==> src/shared/qfl_consts.vh <==
// Constants for the FIFO-level and status register block
// Operation
// - Threshold in low bits; writes above depth dropped, old value kept.
// - Rx-full condition while receive count >= threshold plus one.
// - Depth is a parameter 8 to 256; fields sized by address bits.
// - Transmit level register reports current transmit FIFO entries.
// - Receive level register reports current receive FIFO entries.
// - Status bit 0 is high while a serial transfer runs.
// - Status bit 1 is high while transmit FIFO has a free slot.
// - Status bit 2 high when transmit FIFO is empty; never interrupts.
// - Status bit 3 is high while receive FIFO holds any entry.
// - Status bit 4 is high when receive FIFO is completely full.
// - Master only: slave-select asserted mid-transfer sets status bit 6.
// - Status bit 6 clears when software reads the status register.
// - Status reads 0x00000006 after reset.
`ifndef QFL_CONSTS_VH
`define QFL_CONSTS_VH

// ************************************************************
// Register offsets
// ************************************************************
`define QFL_RX_THRESHOLD_OFS  12'h01c
`define QFL_TX_FILL_OFS       12'h020
`define QFL_RX_FILL_OFS       12'h024
`define QFL_STATUS_OFS        12'h028
`define QFL_IRQ_STATUS_OFS    12'h040
`define QFL_IRQ_MASK_OFS      12'h044

// ************************************************************
// Status bit positions
// ************************************************************
`define QFL_ST_BUSY       0
`define QFL_ST_TX_SPACE   1
`define QFL_ST_TX_DRAIN   2
`define QFL_ST_RX_DATA    3
`define QFL_ST_RX_SAT     4
`define QFL_ST_COLLIDE    6

// ************************************************************
// Interrupt event bit positions
// ************************************************************
`define QFL_IRQ_RX_FULL   0
`define QFL_IRQ_COLLIDE   1
`define QFL_IRQ_BITS      2

// ************************************************************
// Reset values
// ************************************************************
`define QFL_STATUS_RST    32'h0000_0006
`define QFL_DEPTH_DEF     8

`endif
==> src/logic/qfl_status.v <==
// FIFO-level, receive threshold and status registers with APB slave
//
// The APB register port was chosen for this implementation.
`timescale 1ns/1ps
`include "qfl_consts.vh"

module qfl_status #(
	parameter DEPTH = `QFL_DEPTH_DEF,
	parameter AW    = 3
) (
	// Clock and reset
	input  wire          i_mclk,
	input  wire          i_rst_n,
	// APB slave
	input  wire          i_psel,
	input  wire          i_penable,
	input  wire          i_pwrite,
	input  wire [11:0]   i_paddr,
	input  wire [31:0]   i_pwdata,
	output wire          o_pready,
	output wire          o_pslverr,
	output reg  [31:0]   o_prdata,
	// FIFO and shifter state
	input  wire [AW:0]   i_tx_count,
	input  wire [AW:0]   i_rx_count,
	input  wire          i_transfer_active,
	input  wire          i_master_mode,
	input  wire          i_slave_sel_in_n,
	// Interrupt condition and request
	output wire          o_rx_full_cond,
	output wire          o_irq
);

	// ************************************************************
	// Helpers
	// ************************************************************
	function [31:0] zext;
		input [AW:0] v;
		begin
			zext = 32'h0000_0000;
			zext[AW:0] = v;
		end
	endfunction

	wire        wr_en;
	wire        rd_en;
	wire        hit_thr;
	wire        hit_tx;
	wire        hit_rx;
	wire        hit_st;
	wire        hit_is;
	wire        hit_im;
	wire        mapped;
	wire [31:0] status_word;
	wire [AW:0] thr_wide;
	wire        collide_evt;

	reg  [AW-1:0] rx_thresh_field_reg;
	reg           collision_error_flag_reg;
	reg  [`QFL_IRQ_BITS-1:0] irq_status_reg;
	reg  [`QFL_IRQ_BITS-1:0] irq_mask_reg;
	reg           rx_full_d_reg;
	reg  [31:0]   rdata_next;

	// Single-cycle access phase; no wait states
	assign o_pready  = 1'b1;
	assign wr_en     = i_psel & i_penable & i_pwrite;
	assign rd_en     = i_psel & i_penable & ~i_pwrite;
	assign hit_thr   = (i_paddr == `QFL_RX_THRESHOLD_OFS);
	assign hit_tx    = (i_paddr == `QFL_TX_FILL_OFS);
	assign hit_rx    = (i_paddr == `QFL_RX_FILL_OFS);
	assign hit_st    = (i_paddr == `QFL_STATUS_OFS);
	assign hit_is    = (i_paddr == `QFL_IRQ_STATUS_OFS);
	assign hit_im    = (i_paddr == `QFL_IRQ_MASK_OFS);
	assign mapped    = hit_thr | hit_tx | hit_rx | hit_st | hit_is | hit_im;
	assign o_pslverr = i_psel & i_penable & ~mapped;

	// ************************************************************
	// Receive threshold
	// ************************************************************
	always @(posedge i_mclk) begin
		if (!i_rst_n) begin
			rx_thresh_field_reg <= {AW{1'b0}};
		end else if (wr_en && hit_thr) begin
			// Value above depth leaves the field untouched
			if (i_pwdata <= DEPTH) begin
				rx_thresh_field_reg <= i_pwdata[AW-1:0];
			end
		end
	end

	assign thr_wide       = {1'b0, rx_thresh_field_reg};
	assign o_rx_full_cond = (i_rx_count >=
		thr_wide + {{AW{1'b0}}, 1'b1});

	// ************************************************************
	// Collision flag
	// ************************************************************
	assign collide_evt = i_master_mode & i_transfer_active &
		~i_slave_sel_in_n;

	always @(posedge i_mclk) begin
		if (!i_rst_n) begin
			collision_error_flag_reg <= 1'b0;
		end else if (collide_evt) begin
			// New collision beats a clearing read
			collision_error_flag_reg <= 1'b1;
		end else if (rd_en && hit_st) begin
			collision_error_flag_reg <= 1'b0;
		end
	end

	// ************************************************************
	// Status word
	// ************************************************************
	assign status_word = {25'h0000000,
		collision_error_flag_reg,
		1'b0,
		(i_rx_count == DEPTH),
		(i_rx_count != {(AW+1){1'b0}}),
		(i_tx_count == {(AW+1){1'b0}}),
		(i_tx_count != DEPTH),
		i_transfer_active};

	// ************************************************************
	// Interrupts
	// ************************************************************
	always @(posedge i_mclk) begin
		if (!i_rst_n) begin
			rx_full_d_reg <= 1'b0;
			irq_status_reg <= {`QFL_IRQ_BITS{1'b0}};
			irq_mask_reg <= {`QFL_IRQ_BITS{1'b0}};
		end else begin
			rx_full_d_reg <= o_rx_full_cond;
			if (wr_en && hit_im) begin
				irq_mask_reg <= i_pwdata[`QFL_IRQ_BITS-1:0];
			end
			// Write-one clears, event set wins; tx-empty never here
			irq_status_reg[`QFL_IRQ_RX_FULL] <=
				(o_rx_full_cond & ~rx_full_d_reg) |
				(irq_status_reg[`QFL_IRQ_RX_FULL] &
				~(wr_en & hit_is & i_pwdata[`QFL_IRQ_RX_FULL]));
			irq_status_reg[`QFL_IRQ_COLLIDE] <= collide_evt |
				(irq_status_reg[`QFL_IRQ_COLLIDE] &
				~(wr_en & hit_is & i_pwdata[`QFL_IRQ_COLLIDE]));
		end
	end

	assign o_irq = |(irq_status_reg & irq_mask_reg);

	// ************************************************************
	// Read data
	// ************************************************************
	always @* begin
		rdata_next = 32'h0000_0000;
		if (hit_thr) begin
			rdata_next = zext({1'b0, rx_thresh_field_reg});
		end else if (hit_tx) begin
			rdata_next = zext(i_tx_count);
		end else if (hit_rx) begin
			rdata_next = zext(i_rx_count);
		end else if (hit_st) begin
			rdata_next = status_word;
		end else if (hit_is) begin
			rdata_next[`QFL_IRQ_BITS-1:0] = irq_status_reg;
		end else if (hit_im) begin
			rdata_next[`QFL_IRQ_BITS-1:0] = irq_mask_reg;
		end
	end

	// Read data registered at setup so it is valid in the access phase
	always @(posedge i_mclk) begin
		if (!i_rst_n) begin
			o_prdata <= 32'h0000_0000;
		end else if (i_psel && !i_penable && !i_pwrite) begin
			o_prdata <= rdata_next;
		end
	end

endmodule

==> config.mk <==
export PLATFORM = sky130hd
export DESIGN_NAME = qfl_status
export DESIGN_NICKNAME = d
export VERILOG_FILES = /design/src/logic/qfl_status.v
export VERILOG_INCLUDE_DIRS = /design/src /design/src/shared
export SDC_FILE = /design/constraint.sdc
export NUM_CORES = 1
export LEC_CHECK = 0
export BUFFER_PORTS_ARGS = -buffer_cell sky130_fd_sc_hd__clkbuf_2
export CAP_MARGIN = 20
export CORE_ASPECT_RATIO = 0.75
export CORE_UTILIZATION = 30
export DETAILED_ROUTE_END_ITERATION = 6
export HOLD_SLACK_MARGIN = 0.03
export PLACE_DENSITY = 0.67
export REMOVE_ABC_BUFFERS = 1
export SLEW_MARGIN = 20
export SYNTH_ARGS = -nofsm -noshare
export SYNTH_HDL_FRONTEND = slang
export SYNTH_SLANG_ARGS = --single-unit
==> constraint.sdc <==
create_clock -name i_mclk -period 2.6 [get_ports i_mclk]
set_clock_uncertainty 0.2 [all_clocks]
set_input_delay 0.39 -clock i_mclk [delete_from_list [all_inputs] [get_ports i_mclk]]
set_output_delay 0.39 -clock i_mclk [all_outputs]
set_load 0.01 [all_outputs]
# Word level (Yosys, flattened, before mapping)
# Cells that the tools add are included.
[word_totals]
ff_bits = 41
latch_bits = 0
ramBits = 0
mem_bits_ro = 0
in_bits = 60
output_inout_bits = 36
wordCells = 64
memories = 0
[classes]
add_sub_neg = 1
multipliers = 0
n_div = 0
magnitude_cmp = 2
eq_ne = 8
shifts = 0
mux = 9
bitwise = 26
n_reduce_logical = 12
[ops]
columns = ["operator", "count"]
rows = [
  ["$eq 12x6->1 const B", 3],
  ["$le 32x4->1 const B", 1],
  ["$eq 12x7->1 const B", 2],
  ["$mux 7", 3],
  ["$and 1x1->1", 12],
  ["$eq 12x5->1 const B", 1],
  ["$or 1x1->1", 7],
  ["$mux 2", 3],
  ["$not 1->1", 6],
  ["$logic_and 1x1->1", 5],
  ["$mux 5", 1],
  ["$add 3x1->4 const B", 1],
  ["$eq 4x4->1 const B", 1],
  ["$ge 4x4->1", 1],
  ["$logic_not 4->1", 1],
  ["$ne 4x4->1 const B", 1],
  ["$reduce_bool 4->1", 1],
  ["$and 2x2->2", 1],
  ["$logic_not 1->1", 2],
  ["$mux 1", 2],
  ["$reduce_and 2->1", 1],
  ["$reduce_bool 2->1", 1],
  ["$reduce_or 2->1", 1],
]

# Depth between registers and ports, before layout
[logic_depth]
ltp_word = 8
depth_mapped = 7
depth_no_buf = 7

# Worst setup path after synthesis
# No wires, ideal clock.
[synth_path]
kind = "register -> output"
startpoint = "reg rx_thresh_field_reg[0]"
endpoint = "out o_rx_full_cond"
t_arrival_ns = 1.362
required_time_ns = 2.010
path_slack_ns = 0.648
stages_incl_launch_ff = 7
path_cell_list = "dfxtp_1 -> ha_1 -> inv_1 -> ha_1 -> a21boi_0 -> o21ai_0 -> a21oi_1"
[synth_between]
elab_chain_len = 2
[synth_rtl]
columns = ["item", "line_no", "text"]
rows = [
  ["start, declared", "qfl_status.v:58", "reg [AW-1:0] rx_thresh_field_reg;"],
  ["start signal, assigned", "qfl_status.v:83", "rx_thresh_field_reg <= {AW{1'b0}};"],
  ["start signal, assigned", "qfl_status.v:87", "rx_thresh_field_reg <= i_pwdata[AW-1:0];"],
  ["$add 3x1->4", "qfl_status.v:94", "thr_wide + {{AW{1'b0}}, 1'b1});"],
  ["$ge 4x4->1", "qfl_status.v:93", "assign o_rx_full_cond = (i_rx_count >="],
  ["end, declared", "qfl_status.v:30", "output wire o_rx_full_cond,"],
]
# Every way passes these cells.

# Worst setup path in the final report
# Same ends and word-level chain as after synthesis.

==> tab_implementation.tex <==
\begin{tabular}{lr}
\hline
Metric & Value \\
\hline
\multicolumn{2}{l}{\textbf{Run status}} \\
\quad Status & finished, violations left \\
\quad Violations in the final reports & design-rule violations \\
\multicolumn{2}{l}{\textbf{Power and ir drop}} \\
\quad Peak ir drop on the vdd network & 0.160 mV \\
\quad Psw & 0.000166 W \\
\quad Combinational cell fraction of total power & 24.3\% \\
\quad Net switching share of the total power & between 20 and 30\% \\
\quad Clk pwr share & 33.7\% \\
\quad Internal power of the cells & 0.000399 W \\
\quad Static leakage & just under 0.8 nW \\
\quad Sequential power share & between 40\% and 50\% \\
\quad Power per standard cell area & 323 nW/µm² \\
\multicolumn{2}{l}{\textbf{Clock network}} \\
\quad H-Tree Depth & 1 \\
\quad Total number of clock tree sinks & 15 \\
\quad Total clock buffers created by CTS & 3 \\
\quad Buffers inserted by post-CTS timing repair & 0 \\
\quad Number of buffers between clock root and the deepest sink & 2 \\
\quad Root buffer cell & clkbuf\_8 \\
\quad Number of hold buffers added after cts & 0 \\
\quad Clock tree from TritonCTS & done \\
\quad Post-cts gate resize count & 0 \\
\quad Clk\_lat worst skew & roughly 0.25 ns \\
\quad Clk slew on worst S/H paths & 0.06 ns \\
\multicolumn{2}{l}{\textbf{Global routing}} \\
\quad All-layer global routing usage & between 10\% and 20\% \\
\quad Number of global-route vias before repair & 1278 \\
\quad First-pass GRT wire length & between 5000 and 6000 µm \\
\quad Number of antenna violations at the first check in global routing & 0 \\
\quad Pin count of the biggest net entering global routing & 23 \\
\quad Total grt overflow & 0 \\
\multicolumn{2}{l}{\textbf{Finish}} \\
\quad Area occupied by registers & around 300 µm² \\
\quad Layout cells sized above 1 & roughly a third \\
\quad Area delta synth->final & 25.2\% \\
\quad Area used by multi-input combinational logic & 951 µm² \\
\quad Final core utilization & 39.1\% \\
\quad Flip-flop count of the largest register, all copies and words added & 6 \\
\quad Antenna cells & 0 \\
\quad Total number of nets in the final design & between 300 and 400 \\
\quad Fillers & 476 \\
\multicolumn{2}{l}{\textbf{Route}} \\
\quad Initial detailed-routing violation count & 79 \\
\quad DR vias & 1456 \\
\quad Final routed DRC violation total & 2 \\
\quad Final routed wire length divided by cell count & 12.0 µm \\
\quad DRT Pass-1 Iters & 6 \\
\quad Antenna viol nets, final & 0 \\
\quad Number of vias per cell after detailed routing & 4.87 \\
\quad Total routed wirelength & 3600 µm \\
\multicolumn{2}{l}{\textbf{Min path}} \\
\quad Hold-critical path depth & 2 \\
\quad Worst Hold Endpoint & irq\_status\_reg[1] \\
\quad Worst min-delay path startpoint & i\_pwdata[1] \\
\quad Worst hold path type & input pin to flop \\
\multicolumn{2}{l}{\textbf{Yosys}} \\
\quad Number of storage elements in the synthesis netlist & 15 \\
\quad Proportion of synthesized chip area in sequential cells & between 20\% and 30\% \\
\quad Number of enable-type register cells in the synthesized netlist & 0 \\
\quad Cell variety after synth & 49 \\
\quad Number of standard cells after synthesis & 174 \\
\quad Share of Yosys cell area claimed by the top area cell type & about 22\% \\
\quad Most frequently used flop master after synthesis & dfxtp\_1 \\
\quad Mean post-synth cell area & 8.02 µm² \\
\quad Cell Area, Synth & 1400 µm² \\
\quad Synth Warn \# & 0 \\
\quad Library cell with the largest summed area after synthesis & dfxtp\_1 \\
\quad Proportion of synthesized flip-flops having asynchronous set or reset & 0\% \\
\quad Largest cells by area after synthesis & dfxtp\_1 (22\%), buf\_4 (15\%), ha\_1 (4.5\%), nand2\_1 (3.8\%), mux2i\_1 (3.6\%) \\
\multicolumn{2}{l}{\textbf{Critical path}} \\
\quad Crit path kind & flop to output pin \\
\quad Capture instance of the worst register-to-register path & irq\_status\_reg[0] \\
\quad Reg-to-Reg Start & rx\_thresh\_field\_reg[0] \\
\quad Worst EP arrival & 1.78 ns \\
\quad R2r setup slk & 0.76 ns \\
\quad Critical path capture point type & output pin \\
\quad Required time reported for the critical path endpoint & 2.01 ns \\
\quad Register-to-Register Path Depth & 7 \\
\quad Highest net fanout along the worst path & 5 \\
\quad CP startpoint kind & flop \\
\multicolumn{2}{l}{\textbf{STA}} \\
\quad Total setup violations reported at the end of the flow & 0 \\
\quad Unrepaired setup endpoints after global routing & false \\
\quad Final-report hold violation count & 0 \\
\quad Highest clock frequency the design can meet & between 400 and 500 MHz \\
\quad Setup tns final & 0 ns \\
\quad Number of max-slew violations in the final report & 0 \\
\quad Minimum clock period after layout & 2.37 ns \\
\quad Part of the cycle the worst path needs & 91.1\% \\
\multicolumn{2}{l}{\textbf{Floorplan}} \\
\quad Starting density of the core & around 31\% \\
\quad Y dimension of the die & 61.1 µm \\
\quad Cell Rows & 21 \\
\quad Area enclosed by the die boundary & 4930 µm² \\
\quad Number of top-level pins & 96 \\
\quad Chip Width & around 81 µm \\
\quad Core area & 4470 µm² \\
\multicolumn{2}{l}{\textbf{Place}} \\
\quad Final weighted congestion of routability-driven global placement & about 0.86 \\
\quad Estimated wirelength of the detail-placed design & approximately 3100 µm \\
\quad IO buf count & 68 \\
\multicolumn{2}{l}{\textbf{Flow run}} \\
\quad Max-cap violations & 0 \\
\hline
\end{tabular}
[layout make-up]
class                           instances  area share [%]
Inverter                                6            1.29
Clock inverter                          1           0.287
Multi-Input combinational cell        147            54.4
Timing Repair Buffer                   70            20.3
Tap cell                               57            4.08
Sequential cell                        15            17.2
Clock buffer                            3            2.36
[power by group through the flow]
stage               Clock, W  Combinational, W  Sequential (W)
floorplan                  0         0.0000580        0.000242
global placement           0          0.000133        0.000243
detailed placement         0          0.000135        0.000243
CTS                 0.000198          0.000136        0.000237
global route        0.000208          0.000153        0.000238
finish              0.000190          0.000137        0.000237
[cell usage after synthesis, types with 3 or more instances]
library cell	count
nand2_1	14
nand4_1	5
inv_1	6
o21ai_0	3
nand3_1	9
ha_1	5
o21ai_1	6
nor2b_1	4
nor4b_2	3
nor3_1	3
a21oi_1	6
and2_1	3
nor4_1	8
nor2_1	10
clkbuf_1	3
dfxtp_1	15
mux2i_1	5
buf_4	27
[worst max-delay path: stages (launching register included)]
cell	delay, ns
dfxtp_1	0.34
ha_1	0.28
inv_1	0.04
ha_1	0.25
a21boi_0	0.17
o21ai_0	0.11
a21oi_2	0.18
clkbuf_2	0.15
[worst max-delay path by stage]
| stage | cells after the start | startpoint | slack (ns) | end |
|---|---|---|---|---|
| 3_3_place_gp | 7 | rx_thresh_field_reg[0] | 0.48 | o_rx_full_cond |
| 6_report | 7 | rx_thresh_field_reg[0] | 0.23 | o_rx_full_cond |
| 3_5_place_dp | 7 | rx_thresh_field_reg[0] | 0.44 | o_rx_full_cond |
| 4_1_cts | 7 | rx_thresh_field_reg[0] | 0.16 | o_rx_full_cond |
| 5_1_grt | 7 | rx_thresh_field_reg[0] | 0.04 | o_rx_full_cond |
| 2_1_floorplan | 6 | rx_thresh_field_reg[0] | 0.65 | o_rx_full_cond |
[layer usage]
layer / part of all wire (%) / wire length [µm] / global-route usage [%] / vias to the layer above
met1: 43 / 1530 / 17.3 / 636
met2: 44 / 1590 / 26.5 / 90
met3: 12 / 417 / 5.33 / 8
met5: 0 / 0 / 0 / -
li1: - / - / - / 722
met4: 1.8 / 65 / 4.59 / 0
[logic make-up after synthesis]
| logic type | count (synthesis) | share of synthesized area (%) |
|---|---|---|
| simple gates | 75 | 35.2 |
| buf+inv | 37 | 17.3 |
| compound gates | 32 | 15.2 |
| flops | 15 | 21.5 |
| mux | 6 | 4.39 |
| fa+ha+maj | 5 | 4.48 |
| other cells | 2 | 0.538 |
| xor+xnor | 2 | 1.26 |
[per-stage QoR]
stage	std cells	hold WS [ns]	worst slack (ns)	total power, W	area (µm²)
floorplan	168	0.247	0.648	0.000300	1270
global placement	295	0.242	0.478	0.000375	1700
detailed placement	295	0.260	0.437	0.000378	1700
CTS	299	0.184	0.163	0.000571	1740
global route	299	0.191	0.0411	0.000599	1750
finish	299	0.180	0.232	0.000565	1750
[cell usage in the layout (no fill, tap or decap), drive strengths merged, types with 2 or more instances in the layout]
cell	netlist	final
nand2	14	14
a21boi	3	3
a21oi	6	6
nor2b	4	4
or3	2	2
nand3	10	10
clkbuf	3	71
nor3b	2	2
buf	28	2
a31oi	2	2
inv	6	6
nor3	3	3
a22o	2	2
nor2	10	10
nand4	6	6
nor4	10	10
mux2i	5	5
nor4b	4	4
ha	5	5
and2	3	3
o21ai	9	9
and3	2	2
dfxtp	15	15
conb	2	27
No activity file was read; power rests on OpenSTA's default activity.
